File: config.mk
export PLATFORM = sky130hd
export DESIGN_NAME = sac_top
export DESIGN_NICKNAME = d
export VERILOG_FILES = /design/src/hdl/sac_top.v /design/src/hdl/sac_clk_div.v
export VERILOG_INCLUDE_DIRS = /design/src /design/src/hdl
export SDC_FILE = /design/constraint.sdc
export NUM_CORES = 1
export LEC_CHECK = 0
export ABC_AREA = 1
export BUFFER_PORTS_ARGS = -buffer_cell sky130_fd_sc_hd__buf_4
export CORE_MARGIN = 3
export CORE_UTILIZATION = 35
export CTS_CLUSTER_SIZE = 24
export DETAILED_ROUTE_END_ITERATION = 12
export SLEW_MARGIN = 20
export SYNTH_ARGS = -nofsm -noshare
export SYNTH_HDL_FRONTEND = slang
export SYNTH_SLANG_ARGS = --single-unit
File: constraint.sdc
create_clock -name i_clock -period 1.9 [get_ports i_clock]
set_clock_uncertainty 0.15 [all_clocks]
set_input_delay 0.285 -clock i_clock [delete_from_list [all_inputs] [get_ports i_clock]]
set_output_delay 0.285 -clock i_clock [all_outputs]
set_load 0.01 [all_outputs]
File: src/hdl/sac_regs.vh
// Register map, field positions, reset values and timing counts of the converter control.
`ifndef SAC_REGS_VH
`define SAC_REGS_VH

// Register indices; the byte address on the bus is four times the index.
`define SAC_IDX_CTRL        8'h70
`define SAC_IDX_HIGH        8'h71
`define SAC_IDX_LOW         8'h72

// Register select codes produced by the address decoder.
`define SAC_SEL_NONE        2'h0
`define SAC_SEL_CTRL        2'h1
`define SAC_SEL_HIGH        2'h2
`define SAC_SEL_LOW         2'h3

// Control and status field positions.
`define SAC_EOC_BIT         7
`define SAC_SPEED_BIT       6
`define SAC_ON_BIT          5
`define SAC_RSVD_BIT        4
`define SAC_CH_MSB          3
`define SAC_CH_LSB          0

// Reset values.
`define SAC_CTRL_RST        8'h00
`define SAC_HIGH_RST        8'h00
`define SAC_LOW_RST         8'h00
`define SAC_RES_RST         10'h000

// Result layout.
`define SAC_RES_W           10
`define SAC_RES_MSB_INIT    10'h200

// Converter clock dividers, slow (speed bit 0) and fast (speed bit 1).
`define SAC_DIV_SLOW        4
`define SAC_DIV_FAST        2

// Conversion timing in converter clock ticks.
`define SAC_SAMPLE_TICKS    4
`define SAC_STEP_TICKS      4
`define SAC_TICK_W          4

// Wake stabilization time after halt, in ns, and its cycle count at the system clock.
`define SAC_CLK_MHZ         25
`define SAC_WAKE_STAB_NS    1000
`define SAC_WAKE_STAB_CYC   ((`SAC_WAKE_STAB_NS * `SAC_CLK_MHZ + 999) / 1000)
`define SAC_STAB_W          16

`endif

File: src/hdl/sac_top.v
// Successive-approximation converter control with its AHB-Lite register slave.
//
// The implementer's own choice: register access over AHB-Lite.
`timescale 1ns/1ps
`include "sac_regs.vh"

// Function
// - High register holds result bits nine to two.
// - Low register holds bits one, zero; rest zero.
// - Overrange input saturates result to all ones.
// - Underrange input gives result zero.
// - Four-bit binary field selects inputs zero to fifteen.
// - Control: flag, speed, on, reserved zero, select.
// - On bit starts continuous back-to-back conversions.
// - Clearing on bit aborts and powers down.
// - Completion writes result and sets flag.
// - Reading high register clears flag; low does not.
// - Any control write clears the flag.
// - Flag bit is read-only; reserved bit reads zero; others read-write.
// - Converter clock is system clock over four or two.
// - Select change restarts conversion, clears flag.
// - Each completion overwrites both result registers.
// - Wait state leaves conversion untouched.
// - Halt disables; wake needs stabilization before converting.
// - Registers at seventy, seventy-one, seventy-two; reset zero.
module sac_top #(
    parameter SAMPLE_TICKS  = `SAC_SAMPLE_TICKS,
    parameter STEP_TICKS    = `SAC_STEP_TICKS,
    parameter WAKE_STAB_CYC = `SAC_WAKE_STAB_CYC
) (
    input  wire        i_clock,          // System clock, 25 MHz.
    input  wire        i_rst_n,          // Synchronous reset, active low.
    input  wire        i_hsel,           // AHB slave select.
    input  wire [31:0] i_haddr,          // AHB byte address.
    input  wire [1:0]  i_htrans,         // AHB transfer type.
    input  wire        i_hwrite,         // AHB write when high.
    input  wire [2:0]  i_hsize,          // AHB transfer size, word only.
    input  wire [31:0] i_hwdata,         // AHB write data.
    input  wire        i_hready,         // AHB bus ready.
    output reg  [31:0] o_hrdata,         // AHB read data.
    output reg         o_hreadyout,      // AHB slave ready.
    output reg         o_hresp,          // AHB response, always OKAY.
    input  wire        i_halt,           // Processor halt state, active high.
    input  wire        i_compare,        // Comparator: input at or above trial code.
    output reg  [3:0]  o_analog_input,   // Analog input multiplexer select.
    output reg         o_analog_enable,  // Analog core power enable.
    output reg         o_sample,         // Sample-and-hold tracking phase.
    output reg  [9:0]  o_trial_code      // Trial code to the comparison DAC.
);

    localparam ST_IDLE   = 2'h0;
    localparam ST_STAB   = 2'h1;
    localparam ST_SAMPLE = 2'h2;
    localparam ST_CONV   = 2'h3;
    localparam [7:0] CTRL_RST = `SAC_CTRL_RST;

    // Decodes a byte address into a register select; used in the address phase of reads and writes.
    function [1:0] reg_decode;
        input [31:0] addr;
        begin
            if (addr[11:0] == {2'b00, `SAC_IDX_CTRL, 2'b00})
                reg_decode = `SAC_SEL_CTRL;
            else if (addr[11:0] == {2'b00, `SAC_IDX_HIGH, 2'b00})
                reg_decode = `SAC_SEL_HIGH;
            else if (addr[11:0] == {2'b00, `SAC_IDX_LOW, 2'b00})
                reg_decode = `SAC_SEL_LOW;
            else
                reg_decode = `SAC_SEL_NONE;
        end
    endfunction

    // Register state.
    reg                  eoc_r;
    reg                  eoc_nxt;
    reg                  speed_r;
    reg                  on_r;
    reg [3:0]            chan_r;
    reg [`SAC_RES_W-1:0] result_r;

    // Bus state.
    reg                  wr_pend_r;
    reg [1:0]            wr_sel_r;
    reg                  rd_pend_r;
    reg [1:0]            rd_sel_r;

    // Converter state.
    reg [1:0]            state_r;
    reg [`SAC_TICK_W-1:0] tick_cnt_r;
    reg [`SAC_RES_W-1:0] mask_r;
    reg [`SAC_RES_W-1:0] trial_r;
    reg [`SAC_STAB_W-1:0] stab_cnt_r;
    reg                  need_stab_r;
    reg                  done_r;

    // Comparator synchroniser and filter.
    reg                  cmp_s1_r;
    reg                  cmp_s2_r;
    reg                  cmp_s3_r;
    reg                  cmp_filt_r;

    wire                 tick_w;
    wire                 run_w;
    wire                 accept_w;
    wire                 rd_now_w;
    wire                 rd_late_w;
    wire [1:0]           rd_sel_w;
    wire                 ctrl_wr_w;
    wire                 high_rd_w;
    wire                 restart_w;
    wire [`SAC_RES_W-1:0] kept_w;
    reg  [31:0]          rdata_w;

    assign accept_w  = i_hsel && i_htrans[1] && i_hready;
    // A read behind a write waits one cycle so that it sees the written value.
    assign rd_now_w  = accept_w && !i_hwrite && !wr_pend_r;
    assign rd_late_w = rd_pend_r;
    assign rd_sel_w  = rd_pend_r ? rd_sel_r : reg_decode(i_haddr);
    assign ctrl_wr_w = wr_pend_r && (wr_sel_r == `SAC_SEL_CTRL);
    assign high_rd_w = (rd_now_w || rd_late_w) && (rd_sel_w == `SAC_SEL_HIGH);

    assign run_w = on_r && !i_halt;

    assign restart_w = ctrl_wr_w && run_w &&
                       (i_hwdata[`SAC_CH_MSB:`SAC_CH_LSB] != chan_r);

    assign kept_w = cmp_filt_r ? trial_r : (trial_r & ~mask_r);

    sac_clk_div #(
        .DIV_SLOW (`SAC_DIV_SLOW),
        .DIV_FAST (`SAC_DIV_FAST)
    ) u_div (
        .i_clock   (i_clock),
        .i_rst_n   (i_rst_n),
        .i_enable  (run_w),
        .i_fast    (speed_r),
        .i_restart (restart_w),
        .o_tick    (tick_w)
    );

    // Read data mux.
    always @* begin
        rdata_w = 32'h0000_0000;
        case (rd_sel_w)
            `SAC_SEL_CTRL: rdata_w = {24'h00_0000, eoc_r, speed_r, on_r, 1'b0, chan_r};
            `SAC_SEL_HIGH: rdata_w = {24'h00_0000, result_r[9:2]};
            `SAC_SEL_LOW:  rdata_w = {24'h00_0000, 6'b00_0000, result_r[1:0]};
            default:       rdata_w = 32'h0000_0000;
        endcase
    end

    // AHB-Lite slave: zero-wait reads, one wait state for a read right after a write.
    always @(posedge i_clock) begin
        if (!i_rst_n) begin
            wr_pend_r   <= 1'b0;
            wr_sel_r    <= `SAC_SEL_NONE;
            rd_pend_r   <= 1'b0;
            rd_sel_r    <= `SAC_SEL_NONE;
            o_hrdata    <= 32'h0000_0000;
            o_hreadyout <= 1'b1;
            o_hresp     <= 1'b0;
        end else begin
            o_hresp   <= 1'b0;
            wr_pend_r <= accept_w && i_hwrite;
            if (accept_w && i_hwrite)
                wr_sel_r <= reg_decode(i_haddr);
            if (rd_late_w) begin
                rd_pend_r   <= 1'b0;
                o_hrdata    <= rdata_w;
                o_hreadyout <= 1'b1;
            end else if (accept_w && !i_hwrite && wr_pend_r) begin
                rd_pend_r   <= 1'b1;
                rd_sel_r    <= reg_decode(i_haddr);
                o_hreadyout <= 1'b0;
            end else if (rd_now_w) begin
                o_hrdata    <= rdata_w;
                o_hreadyout <= 1'b1;
            end else begin
                o_hreadyout <= 1'b1;
            end
        end
    end

    // Flag update: a completion in the same cycle as a clear keeps the flag set.
    // Polled flag, no interrupt
    always @* begin
        eoc_nxt = eoc_r;
        if (high_rd_w)
            eoc_nxt = 1'b0;
        if (ctrl_wr_w)
            eoc_nxt = 1'b0;
        if (done_r)
            eoc_nxt = 1'b1;
    end

    // Control and result registers.
    always @(posedge i_clock) begin
        if (!i_rst_n) begin
            eoc_r    <= CTRL_RST[`SAC_EOC_BIT];
            speed_r  <= CTRL_RST[`SAC_SPEED_BIT];
            on_r     <= CTRL_RST[`SAC_ON_BIT];
            chan_r   <= CTRL_RST[`SAC_CH_MSB:`SAC_CH_LSB];
            result_r <= `SAC_RES_RST;
        end else begin
            eoc_r <= eoc_nxt;
            if (ctrl_wr_w) begin
                speed_r <= i_hwdata[`SAC_SPEED_BIT];
                on_r    <= i_hwdata[`SAC_ON_BIT];
                chan_r  <= i_hwdata[`SAC_CH_MSB:`SAC_CH_LSB];
            end
            if (done_r)
                result_r <= kept_w;
        end
    end

    // Comparator crossing: the filtered level moves only when stages two and three agree.
    always @(posedge i_clock) begin
        if (!i_rst_n) begin
            cmp_s1_r   <= 1'b0;
            cmp_s2_r   <= 1'b0;
            cmp_s3_r   <= 1'b0;
            cmp_filt_r <= 1'b0;
        end else begin
            cmp_s1_r <= i_compare;
            cmp_s2_r <= cmp_s1_r;
            cmp_s3_r <= cmp_s2_r;
            if (cmp_s2_r == cmp_s3_r)
                cmp_filt_r <= cmp_s3_r;
        end
    end

    // Conversion sequencer. The comparator path adds about four cycles of latency,
    // so a step must last longer than that; the tick defaults keep a margin at both speeds.
    always @(posedge i_clock) begin
        if (!i_rst_n) begin
            state_r     <= ST_IDLE;
            tick_cnt_r  <= {`SAC_TICK_W{1'b0}};
            mask_r      <= `SAC_RES_MSB_INIT;
            trial_r     <= `SAC_RES_RST;
            stab_cnt_r  <= {`SAC_STAB_W{1'b0}};
            need_stab_r <= 1'b0;
            done_r      <= 1'b0;
        end else begin
            done_r <= 1'b0;
            if (i_halt)
                need_stab_r <= 1'b1;
            if (!run_w) begin
                state_r    <= ST_IDLE;
                tick_cnt_r <= {`SAC_TICK_W{1'b0}};
            end else if (restart_w && (state_r != ST_STAB)) begin
                state_r    <= ST_SAMPLE;
                tick_cnt_r <= {`SAC_TICK_W{1'b0}};
            end else begin
                case (state_r)
                    ST_IDLE: begin
                        tick_cnt_r <= {`SAC_TICK_W{1'b0}};
                        if (need_stab_r) begin
                            state_r    <= ST_STAB;
                            stab_cnt_r <= WAKE_STAB_CYC[`SAC_STAB_W-1:0];
                        end else begin
                            state_r <= ST_SAMPLE;
                        end
                    end
                    ST_STAB: begin
                        if (stab_cnt_r <= {{(`SAC_STAB_W-1){1'b0}}, 1'b1}) begin
                            need_stab_r <= 1'b0;
                            state_r     <= ST_SAMPLE;
                        end else begin
                            stab_cnt_r <= stab_cnt_r - {{(`SAC_STAB_W-1){1'b0}}, 1'b1};
                        end
                    end
                    ST_SAMPLE: begin
                        if (tick_w) begin
                            if (tick_cnt_r == SAMPLE_TICKS[`SAC_TICK_W-1:0] - 1'b1) begin
                                state_r    <= ST_CONV;
                                tick_cnt_r <= {`SAC_TICK_W{1'b0}};
                                mask_r     <= `SAC_RES_MSB_INIT;
                                trial_r    <= `SAC_RES_MSB_INIT;
                            end else begin
                                tick_cnt_r <= tick_cnt_r + 1'b1;
                            end
                        end
                    end
                    ST_CONV: begin
                        if (tick_w) begin
                            if (tick_cnt_r == STEP_TICKS[`SAC_TICK_W-1:0] - 1'b1) begin
                                tick_cnt_r <= {`SAC_TICK_W{1'b0}};
                                if (mask_r[0]) begin
                                    done_r  <= 1'b1;
                                    state_r <= ST_SAMPLE;
                                end else begin
                                    trial_r <= kept_w | (mask_r >> 1);
                                    mask_r  <= mask_r >> 1;
                                end
                            end else begin
                                tick_cnt_r <= tick_cnt_r + 1'b1;
                            end
                        end
                    end
                    default: begin
                        state_r <= ST_IDLE;
                    end
                endcase
            end
        end
    end

    // Analog-side outputs, all registered.
    always @(posedge i_clock) begin
        if (!i_rst_n) begin
            o_analog_input  <= 4'h0;
            o_analog_enable <= 1'b0;
            o_sample        <= 1'b0;
            o_trial_code    <= `SAC_RES_RST;
        end else begin
            o_analog_input  <= chan_r;
            o_analog_enable <= run_w;
            o_sample        <= run_w && (state_r == ST_SAMPLE) && !restart_w;
            o_trial_code    <= (state_r == ST_CONV) ? trial_r : `SAC_RES_RST;
        end
    end

endmodule // sac_top

File: src/hdl/sac_clk_div.v
// Converter clock enable divider: one tick every two or four system clocks.
`timescale 1ns/1ps
`include "sac_regs.vh"

module sac_clk_div #(
    parameter DIV_SLOW = `SAC_DIV_SLOW,
    parameter DIV_FAST = `SAC_DIV_FAST
) (
    input  wire i_clock,    // System clock.
    input  wire i_rst_n,    // Synchronous reset, active low.
    input  wire i_enable,   // Divider runs while high.
    input  wire i_fast,     // High selects the fast division.
    input  wire i_restart,  // Realigns the tick phase.
    output reg  o_tick      // One-cycle converter clock enable.
);

    reg [2:0] cnt_r;
    wire [2:0] last_w;

    assign last_w = i_fast ? DIV_FAST[2:0] - 3'h1 : DIV_SLOW[2:0] - 3'h1;

    always @(posedge i_clock) begin
        if (!i_rst_n) begin
            cnt_r  <= 3'h0;
            o_tick <= 1'b0;
        end else if (!i_enable || i_restart) begin
            cnt_r  <= 3'h0;
            o_tick <= 1'b0;
        end else if (cnt_r >= last_w) begin
            // A speed change mid-count ends the period at once rather than overrunning.
            cnt_r  <= 3'h0;
            o_tick <= 1'b1;
        end else begin
            cnt_r  <= cnt_r + 3'h1;
            o_tick <= 1'b0;
        end
    end

endmodule // sac_clk_div

==> results_dict.tcl, run 1 <==
set metrics [dict create \
    syn_to_final_growth_pct 20.8 \
    worst_setup_path_start_kind "flop" \
    final-setup-viol-count 0 \
    wl_per_cell_um 12.3 \
    start_util_pct 36.0 \
    wl_met1_um 5110 \
    die_w_um 120 \
    core_sq_mm 0.0127 \
    grt_pass1_wl_um 17700 \
    worstSetupPathType "reg -> reg" \
    power_frac_comb_pct 3.6 \
    drtIter0Drc 213 \
    clock-sinks 100 \
    seqPwrFrac_pct 52.4 \
    period_needed_ns 1.77 \
    gp_congestion 0.873 \
    synth_top_cell_area_share_pct 43.7 \
    worst_pin_slew_ns 0.555 \
    drv_cap 0 \
    endpoint_kind "flop" \
    clk_latency_ns 0.35 \
    grt_max_degree 41 \
    cts_tree "yes" \
    ir_drop_uv 359 \
    layout_setup_ws_ns 0.133 \
    status "complete, no violations" \
    finalHoldWorstSlack_ns 0.0370 \
    ys_ff_latch 100 \
    cts-root-buf "clkbuf_16" \
    critPathRequiredTime_ns 2.03 \
    layout_commonest_cell "nand2_1" \
    fmax_ghz 0.566 \
    slew_headroom_pct 63.0 \
    hp-class "in -> reg" \
    vias 3978 \
    swShare_pct 22.4 \
    gr-total-overflow 0 \
    yosysWarnings 0 \
    instances_no_fill 848 \
    final_cell_mix "nand2_1, dfxtp_1, buf_4" \
    dp.cells 827 \
    drtPass1Iterations 6 \
    routed.top_layer "met4" \
    synth_top_area_cell "dfxtp_1" \
    hpwl_um 7560 \
    cp.arrival_ns 1.90 \
    synth.area.top_cells "dfxtp_1, nand2_1, nor2_1" \
    antenna_found_initial 0 \
    place_ws_ns 0.0947 \
    grt_pass1_vias 3812 \
    ios 126 \
    synth.distinct_cells 40 \
    critPathMaxFanout 7 \
    dieHeight_um 120 \
    wl_met3_um 438 \
    grt.total_usage_pct 15.0 \
    insertedDiodeCount 0 \
    period_share_pct 93.0 \
    finalHoldViolations 0 \
    ys_seq_area_share_pct 43.7 \
    core.rowCount 41 \
    synthCells 600 \
    power_switching_uw 898 \
    wl_um 10400 \
    p_int_uw 3120 \
    cts_max_level 3 \
    port_buffers 50 \
    dieArea_sq_mm 0.0145 \
    dr_wl_met2_um 4670 \
    report.final.slew_viol_count 0 \
    nets 753 \
    drc 0 \
    power.density_mw_per_mm2 726 \
    drive_above_1_share_pct 21.7 \
    pwr-share-clk_pct 43.9 \
    synth_area_sq_mm 0.00458 \
    antenna_left 0 \
    via_per_inst 4.69 \
    power.leakage_uw 0.00239 \
    cts-buffers-inserted 9 \
    clkTransAtPathRegs_ns 0.07 \
    cts_max_path_buffers 2 \
    syn_avg_cell_area_sq_um 7.63 \
]
repair_timing:
item	CTS	global route
resized for setup	0	16
hold buffers	1	0
setup endpoints to repair	0	29
setup buffers	0	5
endpoints found under the hold margin	1	0
Yosys cell counts (all sizes together):
master / n
inv: 63
a211o: 1
o31ai: 1
o211ai: 1
nand2: 121
a21oi: 44
nand3b: 1
nand3: 35
a211oi: 2
buf: 32
nor4: 1
conb: 1
a22oi: 10
ha: 5
xor2: 8
o21ai: 32
o22ai: 8
a31oi: 4
nor2: 82
nor3: 9
a41oi: 1
nand4: 11
xnor2: 10
or2: 5
clkbuf: 12
dfxtp: 100
sequential cells by signal, indices dropped and copies added (netlist names), 8 cells and up:
name          cells
o_hrdata          8
result_r         10
o_trial_code     10
stab_cnt_r       16
trial_r          10
mask_r           10
power by group through the flow:
stage / sequential (uW) / clock (uW) / combinational (uW)
4_1_cts: 2110 / 1800 / 145
6_report: 2110 / 1760 / 146
2_1_floorplan: 2150 / 0 / 115
3_5_place_dp: 2150 / 0 / 143
3_3_place_gp: 2150 / 0 / 140
5_1_grt: 2110 / 1910 / 164
critical path, cell delays in order, from the launching register on:
cell and delay, ns:
dfxtp_1 0.35, nor2_2 0.13, nand2_1 0.11, nor2_2 0.16, nand4_4 0.12, nor2_4 0.16
nor2_4 0.05, nand2_4 0.11, buf_4 0.15, nand2_1 0.07, a21oi_2 0.14
cells by family after synthesis:
group / after synthesis / share of synthesized area, %
other: 1 / 0.0819
DFF: 100 / 43.7
and+or+nand+nor: 265 / 26.3
adders and majority gates: 5 / 1.37
buffers and inverters: 107 / 11.6
AOI/OAI and AO/OA: 104 / 13.5
xor gates and xnor gates: 18 / 3.44
final timing paths:
kind | end | startpoint | slack (ns) | depth (start not counted)
setup reg to reg | stab_cnt_r[13]$_SDFFE_PN0P_ | stab_cnt_r[6]$_SDFFE_PN0P_ | 0.13 | 10
hold / removal | chan_r[1]$_SDFFE_PN0P_ | i_hwdata[1] | 0.04 | 3
setup / recovery | stab_cnt_r[13]$_SDFFE_PN0P_ | stab_cnt_r[6]$_SDFFE_PN0P_ | 0.13 | 10
hold reg to reg | cmp_s2_r$_SDFF_PN0_ | cmp_s1_r$_SDFF_PN0_ | 0.27 | 2
area by class of cell:
class | count | area (sq um)
Tap cell | 172 | 215
Fill cell | 1298 | 7190
Clock buffer | 11 | 253
Multi-Input combinational cell | 417 | 2170
Sequential cell | 100 | 2010
Clock inverter | 4 | 30.0
Timing Repair Buffer | 81 | 618
Inverter | 63 | 239
per-layer routing:
metal,vias up,GRT usage (%)
met5,-,0
met4,0,6.09
met3,13,2.67
met2,82,23.7
met1,1831,20.3
li1,2052,-
through the flow:
step / TNS (ns) / total power, uW / area, sq um / utilization, %
after floorplan: 0 / 2270 / 4670 / -
after global placement: 0 / 2290 / 5150 / 40.5
after detailed placement: 0 / 2300 / 5150 / 40.5
after CTS: 0 / 4050 / 5450 / 42.8
after global routing: -0.00000799 / 4180 / 5530 / 43.5
final: 0 / 4020 / 5530 / 43.5
Power figures use the tool's default switching activity.
==> run 2, diff against run 1 <==
--- a/config.mk
+++ b/config.mk
@@ -8,10 +8,13 @@
 export LEC_CHECK = 0
 export ABC_AREA = 1
 export BUFFER_PORTS_ARGS = -buffer_cell sky130_fd_sc_hd__buf_4
+export CELL_PAD_IN_SITES_DETAIL_PLACEMENT = 1
+export CELL_PAD_IN_SITES_GLOBAL_PLACEMENT = 1
 export CORE_MARGIN = 3
 export CORE_UTILIZATION = 35
 export CTS_CLUSTER_SIZE = 24
 export DETAILED_ROUTE_END_ITERATION = 12
+export PLACE_DENSITY_LB_ADDON = 0.1
 export SLEW_MARGIN = 20
 export SYNTH_ARGS = -nofsm -noshare
 export SYNTH_HDL_FRONTEND = slang
==> results_dict.tcl, run 2 (synthesis results as in run 1) <==
set metrics [dict create \
    dp.cells 829 \
    hpwl_um 8800 \
    status "complete, no violations" \
    drv_cap 0 \
    power.density_mw_per_mm2 732 \
    slew_headroom_pct 62.4 \
    clock-sinks 100 \
    cts-root-buf "clkbuf_16" \
    seqPwrFrac_pct 51.8 \
    drc 0 \
    period_needed_ns 1.77 \
    cts-buffers-inserted 9 \
    wl_um 11800 \
    antenna_found_initial 0 \
    core.rowCount 41 \
    drtPass1Iterations 4 \
    tns_ns 0 \
    place_ws_ns 0.0226 \
    critPathMaxFanout 4 \
    final-setup-viol-count 0 \
    syn_to_final_growth_pct 21.3 \
    clkTransAtPathRegs_ns 0.07 \
    power_frac_comb_pct 3.6 \
    grt_pass1_vias 4093 \
    crit_chain "ha_1 -> nand2_1 -> nor2_1 -> buf_4 -> nor2_1 -> inv_1 -> nor2_4 -> inv_1 -> or2_2 -> a21oi_1" \
    met3_usage_pct 4.77 \
    cts_max_level 3 \
    start_util_pct 36.0 \
    instances_no_fill 847 \
    worst_pin_slew_ns 0.562 \
    finalHoldViolations 0 \
    layout_setup_ws_ns 0.132 \
    wl_per_cell_um 13.9 \
    worstSetupPathType "reg -> reg" \
    p_int_uw 3110 \
    gr-total-overflow 0 \
    layout_commonest_cell "nand2_1" \
    grt.total_usage_pct 16.9 \
    port_buffers 50 \
    clk_latency_ns 0.35 \
    use_met2_pct 29.2 \
    dieArea_sq_mm 0.0145 \
    ir_drop_uv 534 \
    cts_max_path_buffers 2 \
    finalHoldWorstSlack_ns 0.0318 \
    crit_path_top_delay_cell "dfxtp_1" \
    insertedDiodeCount 0 \
    max_stage_delay_ns 0.34 \
    vias 3986 \
    grt_max_degree 28 \
    antenna_left 0 \
    met1_usage_pct 21.2 \
    critPathTopFamily "simple AND/OR/NAND/NOR gates" \
    top_usage_layer "met2" \
    path_buf_inv 3 \
    pwr-share-clk_pct 44.6 \
    largest_register_ff_count 16 \
    final_cell_mix "nand2_1, dfxtp_1, buf_4" \
    via_per_inst 4.71 \
    period_share_pct 93.0 \
    ios 126 \
    nFillCells 1622 \
    die_w_um 120 \
    hp-class "in -> reg" \
    regMostFlops "stab_cnt_r" \
    endpoint_kind "flop" \
    power.leakage_uw 0.00239 \
    drive_above_1_share_pct 22.2 \
    drtIter0Drc 127 \
    fmax_ghz 0.566 \
    core_sq_mm 0.0127 \
    gp_congestion 0.766 \
    power_switching_uw 954 \
    rsz0062_at_grt "true" \
    nets 751 \
    critPathRequiredTime_ns 2.03 \
    cts_tree "yes" \
    dieHeight_um 120 \
    worst_setup_path_start_kind "flop" \
    cp.arrival_ns 1.90 \
    swShare_pct 23.5 \
    report.final.slew_viol_count 0 \
    grt_pass1_wl_um 19900 \
]
[run 2: cell count changes in the layout (fill, tap and decap cells not counted), sizes merged]
cell and change:
buf -2, clkinvlp -1, clkbuf -1, inv +3
[run 2: worst reg2reg max path, cell delays in order, from the launching register on]
cell,delay (ns)
dfxtp_1,0.34
ha_1,0.23
nand2_1,0.07
nor2_1,0.05
buf_4,0.14
nor2_1,0.09
inv_1,0.08
nor2_4,0.12
inv_1,0.06
or2_2,0.27
a21oi_1,0.12
[run 2: final cells by class]
| cell class | count | area, sq um | area share (%) |
|---|---|---|---|
| flip-flops and latches | 100 | 2010 | 36.1 |
| clock inverters | 6 | 51.3 | 0.923 |
| multi-input cells | 417 | 2190 | 39.3 |
| inverters | 63 | 239 | 4.30 |
| repair buffers | 79 | 619 | 11.1 |
| well taps | 172 | 215 | 3.87 |
| clock buffers | 10 | 239 | 4.30 |
[run 2: metrics by stage]
| step | cell area, sq um | utilization (%) | power, uW |
|---|---|---|---|
| 2_1_floorplan | 4670 | - | 2270 |
| 3_3_place_gp | 5180 | 40.7 | 2300 |
| 3_5_place_dp | 5180 | 40.7 | 2300 |
| 4_1_cts | 5480 | 43.1 | 4140 |
| 5_1_grt | 5560 | 43.7 | 4240 |
| 6_report | 5560 | 43.7 | 4060 |
[run 2: path summary, 6_finish.rpt]
| path | cells past startpoint | start | slack [ns] | to |
|---|---|---|---|---|
| setup / recovery | 10 | tick_cnt_r[0]$_SDFFE_PP0P_ | 0.13 | tick_cnt_r[0]$_SDFFE_PP0P_ |
| hold / removal | 3 | i_hwdata[2] | 0.03 | chan_r[2]$_SDFFE_PN0P_ |
| setup reg to reg | 10 | tick_cnt_r[0]$_SDFFE_PP0P_ | 0.13 | tick_cnt_r[0]$_SDFFE_PP0P_ |
| hold reg to reg | 2 | cmp_s1_r$_SDFF_PN0_ | 0.27 | cmp_s2_r$_SDFF_PN0_ |
[run 2: metal layers]
| layer | vias to the layer above | wire (um) |
|---|---|---|
| li1 | 2035 | - |
| met1 | 1886 | 5490 |
| met2 | 57 | 5740 |
| met3 | 8 | 476 |
| met4 | 0 | 88 |
| met5 | - | 0 |
[run 2: timing repair]
action,in CTS,in global routing
endpoints found under the setup margin,0,33
resized for setup,0,21
endpoints found under the hold margin,1,0
buffers inserted,0,1
hold buffers,1,0
[run 2: power groups by stage]
stage	combinational, uW	sequential, uW	clock (uW)
finish	148	2110	1810
global route	166	2110	1970
CTS	148	2100	1880
detailed placement	146	2150	0
global placement	143	2150	0
floorplan	115	2150	0
==> run 3, diff against run 2 <==
--- a/config.mk
+++ b/config.mk
@@ -7,13 +7,13 @@
 export NUM_CORES = 1
 export LEC_CHECK = 0
 export ABC_AREA = 1
-export BUFFER_PORTS_ARGS = -buffer_cell sky130_fd_sc_hd__buf_4
 export CELL_PAD_IN_SITES_DETAIL_PLACEMENT = 1
 export CELL_PAD_IN_SITES_GLOBAL_PLACEMENT = 1
 export CORE_MARGIN = 3
 export CORE_UTILIZATION = 35
 export CTS_CLUSTER_SIZE = 24
 export DETAILED_ROUTE_END_ITERATION = 12
+export DONT_BUFFER_PORTS = 1
 export PLACE_DENSITY_LB_ADDON = 0.1
 export SLEW_MARGIN = 20
 export SYNTH_ARGS = -nofsm -noshare
==> results_dict.tcl, run 3 (synthesis results as in run 1) <==
set metrics [dict create \
    status "complete, no violations" \
    period_share_pct 94.6 \
    die_w_um 120 \
    insertedDiodeCount 0 \
    critPathTopFamily "simple AND/OR/NAND/NOR gates" \
    core_sq_mm 0.0127 \
    hpwl_um 8530 \
    dieArea_sq_mm 0.0145 \
    crit_chain "nor2_1 -> nand2_1 -> nor2_2 -> nand4_4 -> nor2_4 -> nor2_4 -> nand2_4 -> buf_4 -> nand2_1 -> a21oi_1" \
    antenna_left 0 \
    final_cell_mix "nand2_1, dfxtp_1, nor2_1" \
    max_stage_delay_ns 0.35 \
    layout_commonest_cell "nand2_1" \
    tns_ns 0 \
    cts-root-buf "clkbuf_16" \
    wl_um 11800 \
    report.final.slew_viol_count 0 \
    dieHeight_um 120 \
    power.total_uw 3990 \
    wl_per_cell_um 14.6 \
    port_buffers 0 \
    gr-total-overflow 0 \
    final-setup-viol-count 0 \
    gp_congestion 0.824 \
    layout_setup_ws_ns 0.103 \
    period_needed_ns 1.80 \
    grt.total_usage_pct 16.7 \
    power.leakage_uw 0.00220 \
    crit_path_top_delay_cell "dfxtp_1" \
    drive_above_1_share_pct 15.5 \
    hp-class "in -> reg" \
    power.density_mw_per_mm2 750 \
    drc 0 \
    start_util_pct 36.0 \
    clk_latency_ns 0.35 \
    finalHoldViolations 0 \
    worstSetupPathType "reg -> reg" \
    ir_drop_uv 538 \
    largest_register_ff_count 16 \
    worst_setup_path_start_kind "flop" \
    path_buf_inv 1 \
    final_core_util_pct 41.8 \
    fmax_ghz 0.557 \
    via_per_inst 4.81 \
    critPathMaxFanout 5 \
    cts-buffers-inserted 9 \
    critPathRequiredTime_ns 2.03 \
    cts_max_path_buffers 2 \
    grt_max_degree 40 \
    ios 126 \
    endpoint_kind "flop" \
    regMostFlops "stab_cnt_r" \
    clock-sinks 100 \
    drtIter0Drc 122 \
    cts_tree "yes" \
    worst_pin_slew_ns 0.582 \
    finalHoldWorstSlack_ns 0.0277 \
    cp.arrival_ns 1.92 \
    slew_headroom_pct 61.2 \
    cts_max_level 3 \
    core.rowCount 41 \
    drtPass1Iterations 4 \
    vias 3899 \
    nets 714 \
    syn_to_final_growth_pct 16.2 \
    place_ws_ns 0.00505 \
    grt_pass1_vias 4029 \
    clkTransAtPathRegs_ns 0.07 \
    nFillCells 1626 \
    grt_pass1_wl_um 19600 \
    drv_cap 0 \
    antenna_found_initial 0 \
]
==> run 3: cell count changes in the layout (fill, tap and decap cells not counted), sizes merged <==
| cell | change |
|---|---|
| inv | -2 |
| buf | -48 |
| dlygate4sd3 | +10 |
| clkinv | +3 |
==> run 3: metrics by stage <==
stage	instance area, sq um	std cells
after floorplan	4670	624
after global placement	4810	779
after detailed placement	4810	779
after CTS	5220	807
after global routing	5320	810
final	5320	810
==> run 3: final timing paths <==
| check | from | endpoint | slack [ns] | depth (start not counted) |
|---|---|---|---|---|
| hold reg to reg | cmp_s1_r$_SDFF_PN0_ | cmp_s2_r$_SDFF_PN0_ | 0.28 | 2 |
| hold / removal | i_hwrite | rd_late_w$_SDFF_PP0_ | 0.03 | 3 |
| setup / recovery | stab_cnt_r[6]$_SDFFE_PN0P_ | stab_cnt_r[2]$_SDFFE_PN0P_ | 0.10 | 10 |
| setup reg to reg | stab_cnt_r[6]$_SDFFE_PN0P_ | stab_cnt_r[2]$_SDFFE_PN0P_ | 0.10 | 10 |
==> run 3: routing by layer <==
metal  track usage, %  up-vias  routed length [um]
li1                 -     1962                   -
met1             20.8     1855                5410
met2             29.3       73                5710
met3             4.12        9                 540
met4             3.82        0                 122
met5                0        -                   0
==> run 3: cell type report <==
cell class,count,area (sq um),area share [%]
Clock buffer,9,225,4.23
Clock inverter,7,56.3,1.06
Inverter,63,239,4.49
Multi-Input combinational cell,417,2180,41.0
Sequential cell,100,2000,37.7
Tap cell,172,215,4.05
Timing Repair Buffer,42,397,7.46
==> run 3: timing repair <==
action,4_1_cts,5_1_grt
hold buffers,12,0
pin swaps,0,3
gates resized for setup,1,17
endpoints found under the hold margin,42,0
setup buffers,0,2
cloned,0,1
setup endpoints to repair,3,35
==> run 3: worst reg2reg max path, cell delays in order (launching register included) <==
cell and delay (ns):
dfxtp_1 0.35, nor2_1 0.15, nand2_1 0.12, nor2_2 0.17, nand4_4 0.11, nor2_4 0.16, nor2_4 0.05, nand2_4 0.11
buf_4 0.15, nand2_1 0.05, a21oi_1 0.15
==> run 3: power breakdown <==
group / total (uW) / internal (uW) / switching (uW)
Clock: 1760 / 907 / 855
Sequential: 2110 / 2100 / 4.98
Combinational: 121 / 41.4 / 79.2
